==> src/design/ppu_pkg.sv <==
// Purpose: shared constants and types for the pulse pattern unit
// Assumes: classic wishbone slave, 32-bit data, byte addresses
// Notes: all register offsets are word aligned
package ppu_pkg;
  // ---------------------------------------------------------------
  // register map
  // ---------------------------------------------------------------
  localparam logic [7:0] PPU_ADDR_NDE_UP = 8'h00;
  localparam logic [7:0] PPU_ADDR_NDE_LO = 8'h04;
  localparam logic [7:0] PPU_ADDR_LVL_UP = 8'h08;
  localparam logic [7:0] PPU_ADDR_LVL_LO = 8'h0c;
  localparam logic [7:0] PPU_ADDR_ND_UP = 8'h10;  // shared trigger: full byte
  localparam logic [7:0] PPU_ADDR_ND_LO = 8'h14;
  localparam logic [7:0] PPU_ADDR_ND_UP_ALT = 8'h18;  // split trigger: low nibble
  localparam logic [7:0] PPU_ADDR_ND_LO_ALT = 8'h1c;
  localparam logic [7:0] PPU_ADDR_TRIG_SEL = 8'h20;
  localparam logic [7:0] PPU_ADDR_STATUS = 8'h24;
  // ---------------------------------------------------------------
  // reset values and field layout
  // ---------------------------------------------------------------
  localparam logic [15:0] PPU_RST_ENABLE = 16'h0000;
  localparam logic [15:0] PPU_RST_LEVEL = 16'h0000;
  localparam logic [15:0] PPU_RST_NEXT = 16'h0000;
  localparam logic [7:0] PPU_RST_TRIG_SEL = 8'hff;
  localparam logic [3:0] PPU_NIB_ONES = 4'hf;
  localparam int PPU_GROUPS = 4;
  localparam int PPU_GRP_W = 4;
  localparam int PPU_SEL_W = 2;
  localparam int PPU_TIMER_CH = 4;
  // ---------------------------------------------------------------
  // bus carrier
  // ---------------------------------------------------------------
  typedef struct packed {
    logic cyc;
    logic stb;
    logic we;
    logic [3:0] sel;
    logic [7:0] adr;
    logic [31:0] dat;
  } ppu_wb_req_t;
endpackage : ppu_pkg

==> src/design/ppu_top.sv <==
// Purpose: pulse pattern unit, sixteen outputs in four 4-bit groups
// Assumes: classic wishbone slave, timer compare-match pulses as inputs
// Notes: non-overlap and inverted output are not provided
//
// Contract
// RL1: sixteen pulse outputs in four 4-bit groups, each triggered independently.
// RL2: output updates are timed only by timer unit compare-match events.
// RL3: on trigger, next-data bits with enable set copy to output level.
// RL4: bits with enable cleared keep their output level on trigger.
// RL5: writes to output level bits are ignored while their enable is set.
// RL6: output level bits accept writes while their enable is clear.
// RL7: software sets pin direction so pulse value reaches the pin.
// RL8: next-data addresses depend on shared or split trigger per group pair.
// RL9: 2-bit select per group, codes 00..11 pick timer channels 0..3.
// RL10: split trigger gives each nibble its own address; unused nibble reads ones.
// RL11: reset clears all enable and output level bits.
//
// The register addresses and the Wishbone register port were chosen for this implementation.
`timescale 1ns/1ps
`default_nettype none
module ppu_top
  import ppu_pkg::*;
#(
  parameter int GROUPS = PPU_GROUPS
) (
  // clock and reset
  input wire logic clk_i,
  input wire logic rst_i,
  // wishbone slave
  input wire logic wb_cyc_i,
  input wire logic wb_stb_i,
  input wire logic wb_we_i,
  input wire logic [3:0] wb_sel_i,
  input wire logic [7:0] wb_adr_i,
  input wire logic [31:0] wb_dat_i,
  output logic [31:0] wb_dat_o,
  output logic wb_ack_o,
  output logic wb_err_o,
  // timer unit compare-match pulses, channels 3..0
  input wire logic [PPU_TIMER_CH-1:0] timer_match_i,
  // pulse outputs and enables (pin direction is outside)
  output logic [GROUPS*PPU_GRP_W-1:0] pulse_out_o,
  output logic [GROUPS*PPU_GRP_W-1:0] pulse_en_o
);
  localparam int W = GROUPS * PPU_GRP_W;
  // ---------------------------------------------------------------
  // state
  // ---------------------------------------------------------------
  logic [W-1:0] enable_q;
  logic [W-1:0] level_q;
  logic [W-1:0] next_q;
  logic [7:0] tsel_q;
  // group triggers of the last cycle, read back as status
  logic [GROUPS-1:0] trig_q;
  logic [GROUPS-1:0] trig_d;
  logic ack_q;
  logic err_q;
  logic [31:0] rdat_q;
  ppu_wb_req_t req;
  // ---------------------------------------------------------------
  // helpers
  // ---------------------------------------------------------------
  // expand per-group flags to a per-bit mask
  function automatic logic [15:0] grp_mask(input logic [3:0] g);
    grp_mask = {{4{g[3]}}, {4{g[2]}}, {4{g[1]}}, {4{g[0]}}};
  endfunction : grp_mask
  // ---------------------------------------------------------------
  // bus decode
  // ---------------------------------------------------------------
  assign req = '{cyc: wb_cyc_i, stb: wb_stb_i, we: wb_we_i, sel: wb_sel_i,
                 adr: wb_adr_i, dat: wb_dat_i};
  wire bus_req = req.cyc && req.stb && !ack_q && !err_q;
  wire wr_b0 = bus_req && req.we && req.sel[0];
  wire [7:0] wbyte = req.dat[7:0];
  // pairs share a trigger when their select codes agree
  wire pair_hi_same = tsel_q[7:6] == tsel_q[5:4];  // see RL8
  wire pair_lo_same = tsel_q[3:2] == tsel_q[1:0];  // see RL8
  wire hit_nde_up = req.adr == PPU_ADDR_NDE_UP;
  wire hit_nde_lo = req.adr == PPU_ADDR_NDE_LO;
  wire hit_lvl_up = req.adr == PPU_ADDR_LVL_UP;
  wire hit_lvl_lo = req.adr == PPU_ADDR_LVL_LO;
  wire hit_nd_up = req.adr == PPU_ADDR_ND_UP;
  wire hit_nd_lo = req.adr == PPU_ADDR_ND_LO;
  wire hit_nd_up_a = req.adr == PPU_ADDR_ND_UP_ALT;
  wire hit_nd_lo_a = req.adr == PPU_ADDR_ND_LO_ALT;
  wire hit_tsel = req.adr == PPU_ADDR_TRIG_SEL;
  wire hit_stat = req.adr == PPU_ADDR_STATUS;
  wire hit_any = hit_nde_up | hit_nde_lo | hit_lvl_up | hit_lvl_lo | hit_nd_up |
                 hit_nd_lo | hit_nd_up_a | hit_nd_lo_a | hit_tsel | hit_stat;
  // next-data byte write masks per address and trigger mode
  wire [7:0] nd_up_wm = hit_nd_up ? (pair_hi_same ? 8'hff : 8'hf0) :  // see RL10
                        (hit_nd_up_a && !pair_hi_same) ? 8'h0f : 8'h00;
  wire [7:0] nd_lo_wm = hit_nd_lo ? (pair_lo_same ? 8'hff : 8'hf0) :  // see RL10
                        (hit_nd_lo_a && !pair_lo_same) ? 8'h0f : 8'h00;
  wire [15:0] nd_wm = wr_b0 ? {nd_up_wm, nd_lo_wm} : 16'h0000;
  // next-data read views: unused nibble reads as ones
  wire [7:0] nd_up_rd = pair_hi_same ? next_q[15:8] : {next_q[15:12], PPU_NIB_ONES};
  wire [7:0] nd_lo_rd = pair_lo_same ? next_q[7:0] : {next_q[7:4], PPU_NIB_ONES};
  wire [7:0] nd_up_ra = pair_hi_same ? 8'h00 : {PPU_NIB_ONES, next_q[11:8]};
  wire [7:0] nd_lo_ra = pair_lo_same ? 8'h00 : {PPU_NIB_ONES, next_q[3:0]};
  wire [7:0] rbyte = hit_nde_up ? enable_q[15:8] : hit_nde_lo ? enable_q[7:0] :
                     hit_lvl_up ? level_q[15:8] : hit_lvl_lo ? level_q[7:0] :
                     hit_nd_up ? nd_up_rd : hit_nd_lo ? nd_lo_rd :
                     hit_nd_up_a ? nd_up_ra : hit_nd_lo_a ? nd_lo_ra :
                     hit_tsel ? tsel_q : hit_stat ? {4'h0, trig_q} : 8'h00;
  // ---------------------------------------------------------------
  // trigger selection
  // ---------------------------------------------------------------
  ppu_trig_sel #(.GROUPS(GROUPS)) u_sel (
    .match_i(timer_match_i),  // see RL2
    .sel_i(tsel_q),
    .trig_o(trig_d)
  );
  // ---------------------------------------------------------------
  // level update: trigger copy on enabled bits, software on others
  // ---------------------------------------------------------------
  wire [W-1:0] trig_bits = grp_mask(trig_d);  // see RL1
  wire [W-1:0] copy_m = trig_bits & enable_q;  // see RL3
  wire [W-1:0] lvl_wm = (wr_b0 && hit_lvl_up) ? {8'hff, 8'h00} :
                        (wr_b0 && hit_lvl_lo) ? {8'h00, 8'hff} : 16'h0000;
  wire [W-1:0] sw_m = lvl_wm & ~enable_q;  // see RL5
  // copy and software write never collide: writes reach disabled bits only
  wire [W-1:0] level_d = (level_q & ~(copy_m | sw_m)) |  // see RL4
                         (next_q & copy_m) | ({wbyte, wbyte} & sw_m);  // see RL6
  wire [W-1:0] next_d = (next_q & ~nd_wm) | ({wbyte, wbyte} & nd_wm);
  // ---------------------------------------------------------------
  // registers
  // ---------------------------------------------------------------
  // enables, next data and selects move only on a bus write or reset
  always_ff @(posedge clk_i) begin
    if (rst_i) begin
      enable_q <= PPU_RST_ENABLE;  // see RL11
      level_q <= PPU_RST_LEVEL;  // see RL11
      next_q <= PPU_RST_NEXT;
      tsel_q <= PPU_RST_TRIG_SEL;
      trig_q <= '0;
    end else begin
      level_q <= level_d;
      next_q <= next_d;
      trig_q <= trig_d;
      if (wr_b0 && hit_nde_up) enable_q[15:8] <= wbyte;
      if (wr_b0 && hit_nde_lo) enable_q[7:0] <= wbyte;
      if (wr_b0 && hit_tsel) tsel_q <= wbyte;
    end
  end
  // bus answer: one cycle after request, then dropped
  always_ff @(posedge clk_i) begin
    if (rst_i) begin
      ack_q <= 1'b0;
      err_q <= 1'b0;
      rdat_q <= 32'h0000_0000;
    end else begin
      ack_q <= bus_req && hit_any;
      err_q <= bus_req && !hit_any;
      rdat_q <= {24'h00_0000, rbyte};
    end
  end
  // pins follow the level register; enables mirror the enable bits
  always_ff @(posedge clk_i) begin
    if (rst_i) begin
      pulse_out_o <= PPU_RST_LEVEL;
      pulse_en_o <= PPU_RST_ENABLE;
    end else begin
      pulse_out_o <= level_d;
      pulse_en_o <= enable_q;  // see RL7
    end
  end
  assign wb_ack_o = ack_q;
  assign wb_err_o = err_q;
  assign wb_dat_o = rdat_q;
  // ---------------------------------------------------------------
  // checks
  // ---------------------------------------------------------------
  // level register, trigger and bus answer checks
  chk_copy_enabled: assert property (@(posedge clk_i) disable iff (rst_i)  // see RL3
    copy_m != '0 |=> ((level_q & $past(copy_m)) == ($past(next_q) & $past(copy_m))))
    else $error("enabled bit missed trigger copy");
  chk_hold_disabled: assert property (@(posedge clk_i) disable iff (rst_i)  // see RL4
    (sw_m == '0) |=> ((level_q & ~$past(enable_q)) == ($past(level_q) & ~$past(enable_q))))
    else $error("disabled bit changed without write");
  chk_ro_enabled: assert property (@(posedge clk_i) disable iff (rst_i)  // see RL5
    (copy_m == '0) |=> ((level_q & $past(enable_q)) == ($past(level_q) & $past(enable_q))))
    else $error("enabled bit changed without trigger");
  chk_sw_write: assert property (@(posedge clk_i) disable iff (rst_i)  // see RL6
    (wr_b0 && hit_lvl_lo && enable_q[7:0] == 8'h00) |=> level_q[7:0] == $past(wbyte))
    else $error("level write not taken");
  chk_reset_clear: assert property (@(posedge clk_i)  // see RL11
    rst_i |=> (enable_q == '0 && level_q == '0))
    else $error("reset did not clear");
  chk_trig_sel: assert property (@(posedge clk_i) disable iff (rst_i)  // see RL9
    trig_d[3] == timer_match_i[tsel_q[7:6]])
    else $error("group 3 trigger mis-selected");
  chk_ack_pulse: assert property (@(posedge clk_i) disable iff (rst_i)
    wb_ack_o |=> !wb_ack_o)
    else $error("ack longer than one cycle");
  chk_split_ones: assert property (@(posedge clk_i) disable iff (rst_i)  // see RL10
    (!pair_lo_same && bus_req && !req.we && hit_nd_lo) |=> wb_dat_o[3:0] == 4'hf)
    else $error("unused nibble not ones");
  chk_group_local: assert property (@(posedge clk_i) disable iff (rst_i)  // see RL1
    trig_bits != '0 |=>
    ((level_q ^ $past(level_q)) & $past(enable_q) & ~$past(trig_bits)) == '0)
    else $error("enabled bit moved outside its triggered group");
  // ---------------------------------------------------------------
  // bus-side checks
  // ---------------------------------------------------------------
  // a mapped request is answered by ack on the very next edge
  chk_ack_next: assert property (@(posedge clk_i) disable iff (rst_i)
    (bus_req && hit_any) |=> (wb_ack_o && !wb_err_o))
    else $error("mapped request not acknowledged");
  // an unmapped request must leave the enable, next-data and select registers alone
  chk_err_nowrite: assert property (@(posedge clk_i) disable iff (rst_i)
    (bus_req && !hit_any) |=> (wb_err_o && enable_q == $past(enable_q) &&
    next_q == $past(next_q) && tsel_q == $past(tsel_q)))
    else $error("unmapped access changed state");
  // shared pair: the alternate next-data address is dead for writes
  chk_alt_ignored: assert property (@(posedge clk_i) disable iff (rst_i)  // see RL8
    (wr_b0 && hit_nd_up_a && pair_hi_same) |=> next_q[15:8] == $past(next_q[15:8]))
    else $error("alternate next-data write taken in shared mode");
  // split pair: the unused nibble of the main address ignores writes
  chk_split_keep: assert property (@(posedge clk_i) disable iff (rst_i)  // see RL10
    (wr_b0 && hit_nd_lo && !pair_lo_same) |=> next_q[3:0] == $past(next_q[3:0]))
    else $error("unused nibble was written");
endmodule : ppu_top
`default_nettype wire

==> src/design/ppu_trig_sel.sv <==
// Purpose: picks one timer compare-match per output group
// Assumes: compare-match inputs are single-cycle pulses
// Notes: purely combinational selection, registered by the caller
`timescale 1ns/1ps
`default_nettype none
module ppu_trig_sel
  import ppu_pkg::*;
#(
  parameter int GROUPS = 4
) (
  // timer compare-match pulses
  input wire logic [PPU_TIMER_CH-1:0] match_i,
  // per-group 2-bit select codes
  input wire logic [GROUPS*PPU_SEL_W-1:0] sel_i,
  // per-group trigger
  output logic [GROUPS-1:0] trig_o
);
  // ---------------------------------------------------------------
  // code 00..11 picks timer channel 0..3
  // ---------------------------------------------------------------
  for (genvar g = 0; g < GROUPS; g++) begin : g_sel
    assign trig_o[g] = match_i[sel_i[g*PPU_SEL_W +: PPU_SEL_W]];  // see RL9
  end
endmodule : ppu_trig_sel
`default_nettype wire

==> config.mk <==
export PLATFORM = sky130hd
export DESIGN_NAME = ppu_top
export DESIGN_NICKNAME = d
export VERILOG_FILES = /design/src/design/ppu_pkg.sv /design/src/design/ppu_top.sv /design/src/design/ppu_trig_sel.sv
export SDC_FILE = /design/constraint.sdc
export NUM_CORES = 1
export LEC_CHECK = 0
export BUFFER_PORTS_ARGS = -buffer_cell sky130_fd_sc_hd__clkbuf_2
export CAP_MARGIN = 20
export CORE_ASPECT_RATIO = 1.25
export CORE_UTILIZATION = 36
export DETAILED_ROUTE_END_ITERATION = 10
export GPL_ROUTABILITY_DRIVEN = 0
export HOLD_SLACK_MARGIN = 0.15
export SLEW_MARGIN = 20
export SYNTH_ARGS = -nofsm -noshare
export SYNTH_HDL_FRONTEND = slang
export SYNTH_SLANG_ARGS = --single-unit
==> constraint.sdc <==
create_clock -name clk_i -period 3.71 [get_ports clk_i]
set_clock_uncertainty 0.2 [all_clocks]
set_input_delay 0.742 -clock clk_i [delete_from_list [all_inputs] [get_ports clk_i]]
set_output_delay 0.742 -clock clk_i [all_outputs]
set_load 0.1 [all_outputs]
==> flow_summary.toml, run 1 <==
[global_routing]
grt_max_degree = 37
grt_overflow = 0
grt_first_pass_wirelength_mm = 19.0
antenna_found_initial = 0
grt_pass1_vias = 3560
grt_usage_pct = 20.2

[power]
internal-power_uw = 1580
clkPwrFrac_pct = 46.4
vdd_ir_drop_max_uv = 195
power.density_mw_per_mm2 = 432
p_seq_share_pct = 42.9
p_comb_share_pct = 10.7
p_total_uw = 2160
switching_share_pct = 26.9
leakage_uw = 0.00193
switching_power_uw = 580

[cts]
cts.sinks = 86
clkLatencyLatePin_ns = 0.34
htree_num_levels = 3
hold_buffers = 0
clock_path_buffers = 2
clkTransAtPathRegs_ns = 0.06
cts_buffers = 9
cts-root-buf = "clkbuf_16"
tritoncts = "done"
cts_setup_buffers = 0
cts_resized = 0

[timing]
fin_crit_sh_pct = 76.6
tightest_slew_ns = 0.869
clock.fmax_mhz = 352
max-slew-margin-rel_pct = 41.9
finalSetupViolCount = 0
fin_tns_setup_ns = 0
maxSlewViolCount = 0
hold_viol = 0
final.min_clock_period_ns = 2.84
grt_setup_unrepaired = "no"

[critical_path]
r2r_start = "tsel_q[0]"
r2r.worst_path.cells = 5
cp_top_family = "simple AND/OR/NAND/NOR gates"
critPathMaxStageDelay_ns = 0.65
worst_path_max_delay_cell = "and3_1"
rr_endpoint = "wb_dat_o[6]"
cp.arrival_ns = 2.85
worstPathRequired_ns = 3.72
critPathKind = "in2reg"
end_kind = "flop"
startpoint_type = "input port"
crit_chain = "clkbuf_2 > or3_1 > nor2_2 > and3_1 > mux2i_1 > nor2_1"
reg2reg_slack_ns = 1.45
critical_path.max_fanout = 11
worst-path-buf-inv = 1

[detailed_routing]
drc = 0
vias = 3744
first_iter_violations = 253
ant_nets = 0
viasPerCell = 5.49
routed_wl_mm = 12.1
first_pass_iters = 5
wl_per_cell_um = 17.7

[synth]
synth_area_leaders = "dfxtp_1 40%, mux2i_1 11%, buf_4 4.4%"
synth_commonest_cells = "86 x dfxtp_1, 48 x mux2i_1, 42 x nand2_1"
synth-main-ff-cell = "dfxtp_1"
synthArstFlopShare_pct = 0
synth_top_area_share_pct = 40.1
syn_area_per_cell_um2 = 9.35
synth_warnings = 0
synth-edff-count = 0
yosysMostFrequentCell = "dfxtp_1"
synth_cells = 459
synth_cell_types = 54
yosys.area.top_type = "dfxtp_1"
seq_area_frac_synth_pct = 40.1
synth_area_mm2 = 0.00429
synth-seq-cells = 86

[die]
die_w_um = 99.7
rows = 44
io_pins = 119
start_util_pct = 36.9
die_area_mm2 = 0.0124
core_mm2 = 0.0116
dieHeight_um = 124

[place]
port-buffer-count = 67
placedCellCount = 666
placed_cell_area_mm2 = 0.00467
hpwlAfterDp_mm = 8.67

[cells_and_area]
nFillCells = 1139
layout.nets = 569
synthToLayoutAreaGrowth_pct = 16.5
layout-drive-gt1-share_pct = 22.3
final_design_area_no_fill_mm2 = 0.00500
diodes = 0
finalNonFillerCells = 682

[flow_run]
cap_violations = 0

[status]
status = "completed"

[hold_path]
holdPathStages = 2
min_path_type = "reg2reg"
metal layers:
layer	track usage, %	part of all wire (%)	vias to the layer above
met4	9.01	2.9	0
met5	0	0	-
met3	3.82	5.3	23
met1	24.7	43	1824
met2	34.5	49	146
li1	-	-	1751
worst reg2reg max path: cells and delay by family, from the launching register on:
| kind | cells | cell delay (ns) |
|---|---|---|
| AO/OA/AOI/OAI | 3 | 0.94 |
| XOR/XNOR | 1 | 0.40 |
| flip-flops | 1 | 0.39 |
| AND/OR/NAND/NOR | 1 | 0.23 |
layout by cell type (no fill, tap or decap), drive strengths merged, types with 13 or more instances in the layout:
cell	n
mux2i	48
a21oi	28
dfxtp	86
a221oi	15
clkbuf	77
a211oi	17
nor2b	16
nand2	43
nor2	31
nand3	13
o21ai	16
conb	24
how the worst max path moves through the flow:
stage | start | end | slack, ns | cells past startpoint
floorplan | wb_err_o | flop | 1.17 | 6
global placement | wb_adr_i[3] | enable_q[10] | 0.60 | 6
detailed placement | wb_adr_i[3] | enable_q[15] | 0.57 | 6
CTS | wb_adr_i[3] | enable_q[15] | 0.92 | 6
global route | wb_adr_i[3] | enable_q[13] | 0.79 | 6
finish | wb_adr_i[3] | enable_q[9] | 0.87 | 6
metrics by stage:
step                hold slack [ns]  utilization, %  setup WS, ns
CTS                           0.296            43.0         0.917
finish                        0.300            43.0         0.869
detailed placement            0.285            40.2         0.570
global placement              0.281            40.2         0.604
floorplan                     0.255               -          1.17
global route                  0.338            43.0         0.788
cell families (layout without fill, tap and decap cells):
family                    after synthesis  count (layout)  share of synthesized area [%]
buffers and inverters                  55              94                           7.32
xor gates and xnor gates                6               6                           1.22
and+or+nand+nor                       132             132                           16.6
other                                   1              24                         0.0874
DFF                                    86              86                           40.1
AOI/OAI and AO/OA                     123             123                           20.3
muxes                                  56              56                           14.3
power groups by stage:
stage	Combinational [uW]	Clock, uW	Sequential, uW
after floorplan	190	0	956
after global placement	227	0	948
after detailed placement	228	0	948
after CTS	229	1020	927
after global routing	239	1060	927
final	230	1000	927
final cells by class:
| cell class | count | area, um^2 | area share (%) |
|---|---|---|---|
| clock inverters | 6 | 92.6 | 1.85 |
| multi-input cells | 341 | 2340 | 46.8 |
| repair buffers | 74 | 388 | 7.76 |
| flip-flops and latches | 86 | 1720 | 34.4 |
| well taps | 161 | 201 | 4.03 |
| clock buffers | 10 | 239 | 4.78 |
| inverters | 4 | 15.0 | 0.300 |
(Power assumes the default switching activity.)
==> run 2: changes to the inputs <==
--- a/config.mk
+++ b/config.mk
@@ -5,6 +5,7 @@
 export SDC_FILE = /design/constraint.sdc
 export NUM_CORES = 1
 export LEC_CHECK = 0
+export ABC_AREA = 1
 export BUFFER_PORTS_ARGS = -buffer_cell sky130_fd_sc_hd__clkbuf_2
 export CAP_MARGIN = 20
 export CORE_ASPECT_RATIO = 1.25
==> constraint.sdc (replaced) <==
create_clock -name clk_i -period 2.5 [get_ports clk_i]
set_clock_uncertainty 0.2 [all_clocks]
set_input_delay 0.5 -clock clk_i [delete_from_list [all_inputs] [get_ports clk_i]]
set_output_delay 0.5 -clock clk_i [all_outputs]
set_load 0.1 [all_outputs]
==> run 2 against run 1 <==
Combinational power grew 30%. Flip-flop and latch count is the same. Setup slack lost 0.42 ns. Routed wire length grew 3.0%. First-iteration DRC count grew 16%. Global-route usage grew 0.44 points. Cell area grew 1.7%. Register-to-register slack lost 1.0 ns. Die area grew 0.29%. Critical endpoint is now wb_dat_o[6]. Largest power group unchanged.
==> flow_summary.toml, run 2 <==
[synth]
yosysMostFrequentCell = "nand2_1"
synth_cells = 596
yosys.area.top_type = "dfxtp_1"
synth_cell_types = 31
synth_area_mm2 = 0.00430
synth_warnings = 0
seq_area_frac_synth_pct = 40.0
synth-main-ff-cell = "dfxtp_1"
synth_top_area_share_pct = 40.0
synth-seq-cells = 86
synth_area_leaders = "dfxtp_1 40%, nand2_1 7.7%, inv_1 7.2%"
synthArstFlopShare_pct = 0
syn_area_per_cell_um2 = 7.22
synth_commonest_cells = "88 x nand2_1, 86 x dfxtp_1, 82 x inv_1"
synth-edff-count = 0

[timing]
clock.fmax_mhz = 488
hold_viol = 0
fin_crit_sh_pct = 82.0
grt_setup_unrepaired = "no"
maxSlewViolCount = 0
tightest_slew_ns = 0.592
finalSetupViolCount = 0
setup_ws_ns = 0.450
fin_tns_setup_ns = 0
holdWs_ns = 0.216
final.min_clock_period_ns = 2.05
max-slew-margin-rel_pct = 60.5

[critical_path]
critPathKind = "reg2reg"
cp.arrival_ns = 2.07
critical_path.max_fanout = 6
crit_end = "wb_dat_o[6]"
end_kind = "flop"
reg2reg_slack_ns = 0.45
r2r.worst_path.cells = 8
rr_endpoint = "wb_dat_o[6]"
r2r_start = "tsel_q[1]"
startpoint_type = "flop"
worstPathRequired_ns = 2.52
critPathLaunch = "tsel_q[1]"

[cells_and_area]
layout_commonest_cell = "nand2_1"
layout-drive-gt1-share_pct = 19.8
final_cell_mix = "88 x nand2_1, 86 x dfxtp_1, 82 x inv_1"
fin_util_pct = 43.8
diodes = 0
layout.nets = 720
synthToLayoutAreaGrowth_pct = 18.2

[place]
port-buffer-count = 67
pre_cts_ws_ns = 0.232
hpwlAfterDp_mm = 9.05

[die]
rows = 44
start_util_pct = 37.1
io_pins = 119
core_mm2 = 0.0116
dieHeight_um = 124
die_area_mm2 = 0.0124
die_w_um = 99.8

[cts]
hold_buffers = 0
cts_resized = 0
cts_buffers = 9
cts-root-buf = "clkbuf_16"
clkLatencyLatePin_ns = 0.35
cts.sinks = 86
clkTransAtPathRegs_ns = 0.06
cts_setup_buffers = 0
clock_path_buffers = 2
tritoncts = "done"
htree_num_levels = 3

[power]
p_total_uw = 3250
leakage_uw = 0.00226
vdd_ir_drop_max_uv = 372
power.density_mw_per_mm2 = 638

[detailed_routing]
vias = 4173
first_pass_iters = 5
ant_nets = 0
first_iter_violations = 293
viasPerCell = 5.01
routed_wl_mm = 12.4
drc = 0
wl_per_cell_um = 14.9

[hold_path]
min_path_type = "in2reg"

[global_routing]
grt_first_pass_wirelength_mm = 19.7
grt_max_degree = 39
antenna_found_initial = 0
grt_overflow = 0
grt_usage_pct = 20.6
grt_pass1_vias = 3974

[flow_run]
cap_violations = 0

[status]
status = "completed"
-- run 2: critical path, cell delays in order (launching register included) --
cell	delay, ns
dfxtp_1	0.36
xnor2_2	0.34
nand2_2	0.16
nand2_2	0.17
o21ai_0	0.11
nor2_1	0.13
nand4_1	0.10
nor3_1	0.28
nor2_1	0.07
-- run 2: layer usage --
layer	vias to the layer above	global-route usage (%)	share of wire, %
met2	150	36.4	52
li1	2058	-	-
met1	1939	23.7	40
met4	0	9.86	2.5
met3	26	3.54	5.4
met5	-	0	0
-- run 2: final cells by class --
class                           instances  area (um^2)
Fill cell                            1220         6530
Multi-Input combinational cell        406         2070
Sequential cell                        86         1720
Timing Repair Buffer                   74          400
Inverter                               90          338
Clock buffer                           13          260
Tap cell                              161          201
Clock inverter                          3         90.1
-- run 2: through the flow --
stage	area [um^2]	cells
floorplan	4390	619
global placement	4740	817
detailed placement	4740	817
CTS	5090	833
global route	5090	833
finish	5090	833
-- run 2: cells by family after synthesis --
kind of cell | synth area share, %
XOR/XNOR | 0.378
AO/OA/AOI/OAI | 16.3
buffers and inverters | 13.8
other | 0.0871
flip-flops | 40.0
AND/OR/NAND/NOR | 29.4
-- run 2: worst min-delay path by stage --
stage                            from  slack (ns)         to  cells after the start
final                     wb_dat_i[2]        0.22  tsel_q[2]                      3
after global placement           flop        0.26       flop                      2
after CTS                 wb_dat_i[2]        0.21  tsel_q[2]                      3
after floorplan                  flop        0.24       flop                      2
after global routing      wb_dat_i[2]        0.24  tsel_q[2]                      3
after detailed placement         flop        0.26       flop                      2
-- run 2: report_power, final --
group	leakage, uW	internal, uW	switching, uW
registers	0.000694	1370	1.64
logic	0.00140	38.8	261
clock network	0.000170	1030	537
